[src/idin_pkg.sv]
// Package with register map, field layout and timing constants of the isolated input card.
package idin_pkg;
    // ==========================================================
    // Register byte offsets
    localparam logic [7:0] idin_off_ctrl = 8'h00;
    localparam logic [7:0] idin_off_irq_mask = 8'h04;
    localparam logic [7:0] idin_off_sense = 8'h08;
    localparam logic [7:0] idin_off_irq_status = 8'h0c;
    localparam logic [7:0] idin_off_input_byte = 8'h10;
    localparam logic [7:0] idin_off_read_word = 8'h14;
    localparam logic [7:0] idin_off_cmd = 8'h18;
    localparam logic [7:0] idin_off_status = 8'h1c;
    localparam logic [7:0] idin_off_view = 8'h20;
    localparam logic [7:0] idin_off_srq_mask = 8'h24;
    // ==========================================================
    // Field positions
    localparam int idin_ctrl_hs_en = 0;
    localparam int idin_ctrl_flag_fall = 1;
    localparam int idin_cmd_single = 0;
    localparam int idin_cmd_cont = 1;
    localparam int idin_cmd_stop = 2;
    localparam int idin_cmd_clr_input = 3;
    localparam int idin_st_gate_ready = 0;
    localparam int idin_st_word_valid = 1;
    localparam int idin_st_reading = 2;
    localparam int idin_st_status_bit = 3;
    localparam int idin_st_irq_req = 4;
    localparam int idin_view_en = 8;
    // ==========================================================
    // Reset values and timing
    localparam logic [7:0] idin_mask_reset = 8'h00;
    localparam logic [7:0] idin_sense_reset = 8'h00;
    localparam int idin_clk_hz = 25_000_000;
    localparam int idin_read_rate_hz = 400;
    localparam int idin_read_period_cycles = idin_clk_hz / idin_read_rate_hz;
    typedef enum logic [2:0] {
        idin_idle = 3'b001,
        idin_wait_flag = 3'b010,
        idin_done = 3'b100
    } idin_rd_e;
endpackage : idin_pkg

[src/idin_top.sv]
// Isolated sixteen-channel digital input card with interrupt byte and gate/flag handshake.
`timescale 1ns/100ps

// Overview of operation
// - Sixteen isolated channels sampled for input.
// - Only channels zero to seven interrupt.
// - High channels read while low ones interrupt.
// - Programmed edge sets input byte bit.
// - Interrupt bit needs mask and input bit.
// - Any interrupt bit raises mainframe status.
// - Status forwarded only when request mask set.
// - Enable command loads eight-bit channel mask.
// - Sense command picks rising or falling edges.
// - Continuous read repeatedly returns input word.
// - Single read gives one reading per command.
// - Reads report input, not interrupt byte.
// - Handshake off by default, strap enables on a control write.
// - Read command drives gate to ready.
// - Flag edge returns gate busy, captures word.
// - Flag rising by default, strap selects falling on a control write.
// - Readings paced at four hundred per second.
// - View command dedicates display, empty cancels.
// - Read values span zero to all ones.
module idin_top #(
    parameter int NCHAN = 16,
    parameter int NIRQ = 8,
    parameter int PACE_CYCLES = idin_pkg::idin_read_period_cycles
) (
    // Clock and reset
    input wire logic ref_clk,
    input wire logic rst,
    // AHB-Lite slave
    input wire logic hsel,
    input wire logic [31:0] haddr,
    input wire logic [1:0] htrans,
    input wire logic hwrite,
    input wire logic [2:0] hsize,
    input wire logic [31:0] hwdata,
    input wire logic hready,
    output logic [31:0] hrdata,
    output logic hreadyout,
    output logic hresp,
    // Isolated inputs and handshake
    input wire logic [NCHAN-1:0] chan_in,
    input wire logic flag_in,
    input wire logic hs_strap,
    input wire logic flag_fall_strap,
    output logic gate_ready,
    // Mainframe side
    output logic status_digital_irq,
    output logic srq_out,
    output logic [NCHAN-1:0] read_word,
    output logic read_strobe
);
    initial begin
        if (NCHAN != 16 || NIRQ != 8) begin
            $error("Card serves sixteen channels with eight interrupt channels");
        end
    end

    typedef struct packed {
        logic wr_pend;
        logic [7:0] wr_addr;
        logic [31:0] hrdata;
        logic hs_en;
        logic flag_fall;
        logic [NIRQ-1:0] irq_mask;
        logic [NIRQ-1:0] sense;
        logic [NIRQ-1:0] input_byte;
        logic [NIRQ-1:0] irq_byte;
        logic [NCHAN-1:0] word;
        logic word_valid;
        logic cont;
        logic single_pend;
        idin_pkg::idin_rd_e rd;
        logic gate_ready;
        logic status_bit;
        logic srq_mask;
        logic srq;
        logic read_strobe;
        logic [8:0] view;
    } idin_s;
    idin_s st;
    idin_s next_st;

    logic [NCHAN:0] lvl;
    logic [NCHAN:0] rise;
    logic [NCHAN:0] fall;
    logic pace_tick;
    logic [NIRQ-1:0] edge_hit;
    logic flag_edge;
    logic rd_req;

    // ==========================================================
    // Input conditioning
    idin_sync #(.WIDTH(NCHAN + 1)) u_sync (
        .ref_clk(ref_clk),
        .rst(rst),
        .raw({flag_in, chan_in}),
        .level(lvl),
        .rise(rise),
        .fall(fall)
    );

    idin_pace #(.PERIOD(PACE_CYCLES)) u_pace (
        .ref_clk(ref_clk),
        .rst(rst),
        .tick(pace_tick)
    );

    function automatic logic [31:0] idin_rd_mux(input idin_s s, input logic [7:0] a);
        logic [31:0] d;
        d = '0;
        case (a)
            idin_pkg::idin_off_ctrl: begin
                d[idin_pkg::idin_ctrl_hs_en] = s.hs_en;
                d[idin_pkg::idin_ctrl_flag_fall] = s.flag_fall;
            end
            idin_pkg::idin_off_irq_mask: d[NIRQ-1:0] = s.irq_mask;
            idin_pkg::idin_off_sense: d[NIRQ-1:0] = s.sense;
            idin_pkg::idin_off_irq_status: d[NIRQ-1:0] = s.irq_byte;
            idin_pkg::idin_off_input_byte: d[NIRQ-1:0] = s.input_byte;
            idin_pkg::idin_off_read_word: d[NCHAN-1:0] = s.word;
            idin_pkg::idin_off_status: begin
                d[idin_pkg::idin_st_gate_ready] = s.gate_ready;
                d[idin_pkg::idin_st_word_valid] = s.word_valid;
                d[idin_pkg::idin_st_reading] = s.cont;
                d[idin_pkg::idin_st_status_bit] = s.status_bit;
                d[idin_pkg::idin_st_irq_req] = s.srq;
            end
            idin_pkg::idin_off_view: d[8:0] = s.view;
            idin_pkg::idin_off_srq_mask: d[0] = s.srq_mask;
            default: d = '0;
        endcase
        return d;
    endfunction : idin_rd_mux

    // ==========================================================
    // Next-state logic
    always_comb begin
        next_st = st;
        next_st.read_strobe = 1'b0;
        flag_edge = st.flag_fall ? fall[NCHAN] : rise[NCHAN];
        // Each bit picks its own edge polarity.
        edge_hit = (st.sense & rise[NIRQ-1:0]) | (~st.sense & fall[NIRQ-1:0]);
        rd_req = 1'b0;

        // Bus: reads answer in the data phase, writes land one cycle after address.
        if (hsel && hready && htrans[1]) begin
            next_st.wr_pend = hwrite;
            next_st.wr_addr = haddr[7:0];
            next_st.hrdata = hwrite ? 32'h0 : idin_rd_mux(st, haddr[7:0]);
        end else begin
            next_st.wr_pend = 1'b0;
        end

        if (st.wr_pend) begin
            case (st.wr_addr)
                idin_pkg::idin_off_ctrl: begin
                    next_st.hs_en = hwdata[idin_pkg::idin_ctrl_hs_en] | hs_strap;
                    next_st.flag_fall = hwdata[idin_pkg::idin_ctrl_flag_fall] | flag_fall_strap;
                end
                idin_pkg::idin_off_irq_mask: next_st.irq_mask = hwdata[NIRQ-1:0];
                idin_pkg::idin_off_sense: next_st.sense = hwdata[NIRQ-1:0];
                idin_pkg::idin_off_cmd: begin
                    if (hwdata[idin_pkg::idin_cmd_single]) begin
                        next_st.single_pend = 1'b1;
                        rd_req = 1'b1;
                    end
                    if (hwdata[idin_pkg::idin_cmd_cont]) begin
                        next_st.cont = 1'b1;
                        rd_req = 1'b1;
                    end
                    if (hwdata[idin_pkg::idin_cmd_stop]) begin
                        next_st.cont = 1'b0;
                    end
                end
                idin_pkg::idin_off_view: next_st.view = hwdata[8:0];
                idin_pkg::idin_off_srq_mask: next_st.srq_mask = hwdata[0];
                default: begin
                end
            endcase
        end

        // Input byte: edges set, a clear command clears, set wins.
        if (st.wr_pend && st.wr_addr == idin_pkg::idin_off_cmd
            && hwdata[idin_pkg::idin_cmd_clr_input]) begin
            next_st.input_byte = edge_hit;
        end else begin
            next_st.input_byte = st.input_byte | edge_hit;
        end
        next_st.irq_byte = next_st.input_byte & next_st.irq_mask;
        next_st.status_bit = |st.irq_byte;
        next_st.srq = st.status_bit & st.srq_mask;

        // Read sequencer.
        case (st.rd)
            idin_pkg::idin_idle: begin
                if (rd_req || (st.cont && pace_tick)) begin
                    if (st.hs_en) begin
                        next_st.gate_ready = 1'b1;
                        next_st.rd = idin_pkg::idin_wait_flag;
                    end else begin
                        // Without handshake software must time reads itself.
                        next_st.word = lvl[NCHAN-1:0];
                        next_st.rd = idin_pkg::idin_done;
                    end
                end
            end
            idin_pkg::idin_wait_flag: begin
                if (flag_edge) begin
                    next_st.gate_ready = 1'b0;
                    next_st.word = lvl[NCHAN-1:0];
                    next_st.rd = idin_pkg::idin_done;
                end
            end
            idin_pkg::idin_done: begin
                next_st.word_valid = 1'b1;
                next_st.read_strobe = 1'b1;
                next_st.single_pend = 1'b0;
                next_st.rd = idin_pkg::idin_idle;
            end
            default: next_st.rd = idin_pkg::idin_idle;
        endcase
    end

    // ==========================================================
    // State register
    always_ff @(posedge ref_clk) begin
        if (rst) begin
            st <= '0;
            st.irq_mask <= idin_pkg::idin_mask_reset;
            st.sense <= idin_pkg::idin_sense_reset;
            st.rd <= idin_pkg::idin_idle;
        end else begin
            st <= next_st;
        end
    end

    // Straps act only through a write to the control register, which ORs them in.
    assign hrdata = st.hrdata;
    assign hreadyout = 1'b1;
    assign hresp = 1'b0;
    assign gate_ready = st.gate_ready;
    assign status_digital_irq = st.status_bit;
    assign srq_out = st.srq;
    assign read_word = st.word;
    assign read_strobe = st.read_strobe;
endmodule : idin_top

[src/idin_sync.sv]
// Two-stage synchroniser bank with edge detection on the stable stage.
`timescale 1ns/100ps
module idin_sync #(
    parameter int WIDTH = 17
) (
    // Clock and reset
    input wire logic ref_clk,
    input wire logic rst,
    // Raw and synchronised lines
    input wire logic [WIDTH-1:0] raw,
    output logic [WIDTH-1:0] level,
    output logic [WIDTH-1:0] rise,
    output logic [WIDTH-1:0] fall
);
    typedef struct packed {
        logic [WIDTH-1:0] s1;
        logic [WIDTH-1:0] s2;
        logic [WIDTH-1:0] s3;
    } idin_sync_s;
    idin_sync_s st;
    idin_sync_s next_st;

    // ==========================================================
    // Only s2 and s3 feed logic; s1 is read by s2 alone.
    always_comb begin
        next_st.s1 = raw;
        next_st.s2 = st.s1;
        next_st.s3 = st.s2;
    end

    always_ff @(posedge ref_clk) begin
        if (rst) begin
            st <= '0;
        end else begin
            st <= next_st;
        end
    end

    assign level = st.s2;
    assign rise = st.s2 & ~st.s3;
    assign fall = ~st.s2 & st.s3;
endmodule : idin_sync

[src/idin_pace.sv]
// Pacing divider that limits continuous readings to the documented rate.
`timescale 1ns/100ps
module idin_pace #(
    parameter int PERIOD = idin_pkg::idin_read_period_cycles
) (
    // Clock and reset
    input wire logic ref_clk,
    input wire logic rst,
    // Tick output
    output logic tick
);
    typedef struct packed {
        logic [31:0] cnt;
        logic tick;
    } idin_pace_s;
    idin_pace_s st;
    idin_pace_s next_st;

    initial begin
        if (PERIOD < 1) begin
            $error("PERIOD must be at least one");
        end
    end

    always_comb begin
        next_st = st;
        next_st.tick = 1'b0;
        if (st.cnt >= 32'(PERIOD - 1)) begin
            next_st.cnt = '0;
            next_st.tick = 1'b1;
        end else begin
            next_st.cnt = st.cnt + 32'h1;
        end
    end

    always_ff @(posedge ref_clk) begin
        if (rst) begin
            st <= '0;
        end else begin
            st <= next_st;
        end
    end

    assign tick = st.tick;
endmodule : idin_pace

[config.mk]
export PLATFORM = sky130hd
export DESIGN_NAME = idin_top
export DESIGN_NICKNAME = d
export VERILOG_FILES = /design/src/idin_pkg.sv /design/src/idin_top.sv /design/src/idin_sync.sv /design/src/idin_pace.sv
export SDC_FILE = /design/constraint.sdc
export NUM_CORES = 1
export LEC_CHECK = 0
export ABC_AREA = 1
export BUFFER_PORTS_ARGS = -buffer_cell sky130_fd_sc_hd__buf_2
export CELL_PAD_IN_SITES_DETAIL_PLACEMENT = 0
export CELL_PAD_IN_SITES_GLOBAL_PLACEMENT = 1
export CORE_ASPECT_RATIO = 1.75
export CORE_MARGIN = 8
export CORE_UTILIZATION = 39
export CTS_BUF_LIST = sky130_fd_sc_hd__clkbuf_16
export DETAILED_ROUTE_END_ITERATION = 8
export GPL_ROUTABILITY_DRIVEN = 0
export PLACE_DENSITY = 0.85
export SETUP_SLACK_MARGIN = 0.3
export SYNTH_ARGS = -nofsm -noshare
export SYNTH_HDL_FRONTEND = slang
export SYNTH_SLANG_ARGS = --single-unit
[constraint.sdc]
create_clock -name ref_clk -period 1.7 [get_ports ref_clk]
set_clock_uncertainty 0.1 [all_clocks]
set_input_delay 0.17 -clock ref_clk [delete_from_list [all_inputs] [get_ports ref_clk]]
set_output_delay 0.17 -clock ref_clk [all_outputs]
set_load 0.03 [all_outputs]
Yosys cells after proc, flatten, opt, wreduce, memory -nomap -nowiden:

Index checks and enable logic that the tools add are counted.

* muxes and demuxes: 30
* $add $sub $neg: 1
* bitwise operators: 14
* reductions and logical operators: 21
* eq/ne operators: 20
* $lt $le $gt $ge: 1

Operators with widths (count)
* two-way mux 16 bit: 5
* bitwise AND 17 bit: 2
* inverter 17 bit: 2
* adder 32 x 1 -> 32 bit (second input constant): 1
* equality test 8 x 5 -> 1 bit (second input constant): 4
* equality test 8 x 6 -> 1 bit (second input constant): 4
* greater-or-equal comparator 32 x 16 -> 1 bit (second input constant): 1
* case mux 16 bit (2 select lines): 1
* bitwise AND 8 bit: 3
* equality test 8 x 4 -> 1 bit (second input constant): 3
* two-way mux 8 bit: 3
* case mux 3 bit (7 select lines): 1
* case mux 3 bit (6 select lines): 1
* equality test 8 x 3 -> 1 bit (second input constant): 2
* logical NOT 8 bit: 2
* OR 8 bit: 2
* two-way mux 1 bit: 10
* AND reduction 2 bit: 5
* case mux 1 bit (9 select lines): 1
* two-way mux 4 bit: 2
* != test 2 bit (second input constant): 4
* inverter 8 bit: 1
* case mux 1 bit (8 select lines): 1
* AND reduction 4 bit: 2
* other kinds (16): 24

* bits of input ports: 93
* output and inout bits: 54
* word-level logic and storage cells: 111
* bits in registers: 194

Logic depth before layout (Yosys ltp):

* word-level depth: 7
* depth in mapped cells: 10

By module:

From an unflattened synthesis, not the netlist that was laid out.

* cell total of the unflattened synthesis: 1007
* area total of the unflattened synthesis: 7564.8 um^2

Modules (own cells, without submodules)
* idin_top: instances 1, sequential area each 1881.8 um^2, area each 4434.3 um^2, cells an instance 613
* idin_sync: instances 1, sequential area each 1021.0 um^2, area each 1790.5 um^2, cells an instance 227
* idin_pace: instances 1, sequential area each 660.6 um^2, area each 1340.0 um^2, cells an instance 167

Worst setup path before layout:

OpenSTA, ideal clock, no wires.

* kind: reg-to-reg
* start point: register u_pace.st[1] (netlist bit)
* end point: register u_pace.st[6] (netlist bit)
* stages on the path, launching flop included: 9
* setup time: 0.064 ns
* path slack: 0.185 ns
* data required time: 1.536 ns
* clock period less this slack: 1.515 ns
* data arrival time: 1.351 ns
* buffers on the path: 1
* cells stage by stage: dfxtp_1 ha_1 or2_1 nor3_2 o211ai_1 nand2_1 nand3_2 buf_6 nor2_1

* cells in the longest elaborated chain, start to end: 2
* elaborated cells on any way between the ends: 3

RTL lines
* from (decl): RTL line idin_pace.sv:16 `idin_pace_s st;`
* from (signal assigned): RTL line idin_pace.sv:40 `st <= next_st;`
* greater-or-equal comparator 32 x 16 -> 1 bit: RTL line idin_pace.sv:28 `if (st.cnt >= 32'(PERIOD - 1)) begin`
* OR reduction 2 bit (no source line)

Several ways; a longest one is shown, not always the timed one.
A chain may end at the register's enable or synchronous reset.

Final worst setup path:

* start point: register u_pace.st[2] (netlist bit)
* end point: register u_pace.st[13] (netlist bit)

The elaborated chain is that of the path after synthesis.

==> run_results.csv <==
group,metric,value,unit
run_status,outcome,"finished, final reports clean",
routing,vias,6031,
floorplanning,ioPinCount,147,
clocking,cts_buffers,17,
clocking,clkTransAtPathRegs,80,ps
power,p_int,6.474,mW
min_path,hold_path.class,"primary input to flop",
floorplanning,core,17460,um^2
clocking,cts.sinks,170,
power,switchingPower,2.569,mW
yosys,synth_area_leaders,"dfxtp_1, nor2_1, nand2_1",
sta,slew_viol_final,0,
grt,grt_pass1_vias,5801,
floorplanning,die_x,116.8,um
grt,grt_overflow,0,
power,leakagePower,4.050,nW
clocking,cts_tree,"built",
power,seqPwrFrac,46.1,%
sta,min_period_over_period,96.63,%
floorplanning,die_height,192.4,um
floorplanning,dieArea,22470,um^2
worst_setup_path,arrival,1920,ps
yosys,async_flop_share,0,%
clocking,cts_max_level,4,
worst_setup_path,start_kind,"flop",
finish,antenna_cells,0,
sta,rsz0062_at_grt,"true",
grt,grt_pass1_wl,28.42,mm
routing,drt_iter0_markers,304,
power,finalPower,9.043,mW
routing,ant_nets,0,
yosys,ys.warnings.count,0,
sta,hold_violations,0,
yosys,synth_area_per_cell,7.706,um^2
yosys,yosysTopAreaCellShare,49.07,%
finish,area_delta_synth_final,34.85,%
yosys,synth_largest_area_cell,"dfxtp_1",
worst_setup_path,path_class,"flop to flop",
yosys,synthTopCellsByCount,"dfxtp_1, nor2_1, nand2_1",
power,p_clk_share,43.2,%
sta,holdWs,21.32,ps
sta,fmax,608.8,MHz
placement,io_buffers,77,
routing,drt_wl_total,18.50,mm
finish,layout.nets,1134,
worst_setup_path,cp.required,1980,ps
routing,drt_drc_violations_left,0,
floorplanning,start_util,39.73,%
clocking,clk_latency,440,ps
grt,antenna_found_initial,0,
routing,viasPerCell,4.697,
yosys,ys_seq_area_share,49.07,%
power,ir_drop,0.5986,mV
sta,period_minus_slack,1643,ps
clocking,clock_path_buffers,2,
yosys,ys_types,39,
yosys,syn-cell-area,6935,um^2
routing,wire_per_inst,14.41,um
job,cap_violations,0,
worst_setup_path,crit_path_max_fanout,8,
clocking,root_buffer,"clkbuf_16",
yosys,synthFlopType,"dfxtp_1",
yosys,synth_enable_flop_cells,0,
grt,grt.total_usage,16.55,%
placement,hpwlAfterDp,12.81,mm
power,pwr-share-comb,10.7,%
finish,drive_gt1_share,28.40,%
power,power_density,966.8,nW/um^2
routing,drtPass1Iterations,5,
power,switching_share,28.41,%
worst_setup_path,critPathCaptureType,"flop",
yosys,yosysMostFrequentCell,"dfxtp_1",
floorplanning,std_cell_rows,64,
grt,grt_max_degree,79,
sta,setup_viol,0,
yosys,synthCells,900,
yosys,ys_ff_latch,170,
==> area by class of cell <==
cell class	count	area (um^2)
Timing Repair Buffer	163	1262
Fill cell	1695	8104
Timing Repair inverter	1	7.507
Sequential cell	170	3413
Inverter	112	436.7
Clock buffer	17	425.4
Multi-Input combinational cell	575	3322
Tap cell	231	289.0
Clock inverter	15	196.4
==> power groups by stage <==
stage,logic (mW),clock network [mW],registers [mW]
6_report,0.967,3.91,4.17
5_1_grt,1.05,4.15,4.18
4_1_cts,0.886,3.98,4.16
3_5_place_dp,0.684,0,4.25
3_3_place_gp,0.682,0,4.25
2_1_floorplan,0.550,0,4.24
==> path summary, 6_finish.rpt <==
| path | start | end | slack [ps] | cells past startpoint |
|---|---|---|---|---|
| max | u_pace.st[2] | u_pace.st[13] | 60 | 8 |
| min | haddr[2] | st[104] | 20 | 3 |
| max reg2reg | u_pace.st[2] | u_pace.st[13] | 60 | 8 |
| min reg2reg | u_sync.next_st[27] | u_sync.level[10] | 300 | 2 |
==> placed cells by master (no fill, tap or decap), types with 4 or more instances in the layout <==
cell type and count:
dfxtp_1 164, nand2_1 133, nor2_1 120, inv_1 99, buf_2 76, a21oi_1 43, nand3_1 42, dlygate4sd3_1 36
conb_1 34, o21ai_0 29, buf_4 29, nor2_4 22, nor2_2 18, clkbuf_16 17, buf_6 15, nand2_2 14
nand4_1 14, o21ai_2 12, a21oi_4 10, inv_2 9, o21ai_1 8, xor2_1 8, a21oi_2 7, nand3_4 6
nand2_4 6, nor4_1 6, clkinv_8 6, buf_12 6, nor3_4 5, nand3_2 5, nor3_1 5, dfxtp_2 5
o21ai_4 4, o211ai_1 4, xnor2_1 4, inv_6 4
==> logic make-up (layout without fill, tap and decap cells) <==
| kind of cell | count (synthesis) | after routing | synth area share (%) |
|---|---|---|---|
| flops | 170 | 170 | 49.07 |
| compound gates | 123 | 123 | 9.454 |
| fa+ha+maj | 1 | 1 | 0.1804 |
| other cells | 2 | 34 | 0.1083 |
| simple gates | 400 | 404 | 25.60 |
| xor+xnor | 13 | 13 | 1.642 |
| buf+inv | 191 | 308 | 13.95 |
==> metal layers <==
layer  wire length (um)  GRT usage, %  part of all wire, %  up-vias
met1               6561         16.27                   35     2780
met4                761         11.00                  4.1        0
li1                   -             -                    -     3047
met5                  0             0                    0        -
met3                888         3.573                  4.8       46
met2              10290         30.09                   56      158
==> state kept, by name, indices dropped and copies added (netlist names) <==
signal / flops
u_pace.tick: 1
read_word: 16
read_strobe: 1
u_sync.next_st: 17
st: 58
srq_out: 1
u_pace.st: 32
u_sync.level: 17
gate_ready: 1
status_digital_irq: 1
u_sync.st: 9
hrdata: 16
==> through the flow <==
| step | setup slack [ps] | cell area [um^2] | cells | setup TNS, ps | util, % |
|---|---|---|---|---|---|
| 4_1_cts | 55.38 | 8860 | 1277 | 0 | 50.75 |
| 3_3_place_gp | -11.23 | 7483 | 1192 | -20.05 | 42.87 |
| 3_5_place_dp | -40.48 | 7483 | 1192 | -228.4 | 42.87 |
| 6_report | 57.30 | 9353 | 1284 | 0 | 53.58 |
| 2_1_floorplan | 197.9 | 7058 | 932 | 0 | - |
| 5_1_grt | -42.83 | 9353 | 1284 | -262.4 | 53.58 |
==> critical path, stage by stage, from the launching register on <==
cell and delay [ps]:
dfxtp_2 340, ha_4 160, or2_4 250, nor3_4 120, o211ai_1 100, nand2_1 120
nand3_2 110, buf_6 190, nor2_1 80
==> what timing repair did <==
action	in CTS	in global routing
resized for setup	80	112
pin swaps	29	33
buffers inserted	11	7
hold buffers	36	0
cloned	6	0
endpoints found under the hold margin	51	0
setup endpoints to repair	72	83
Note: power is estimated with default switching activity, not from simulation.
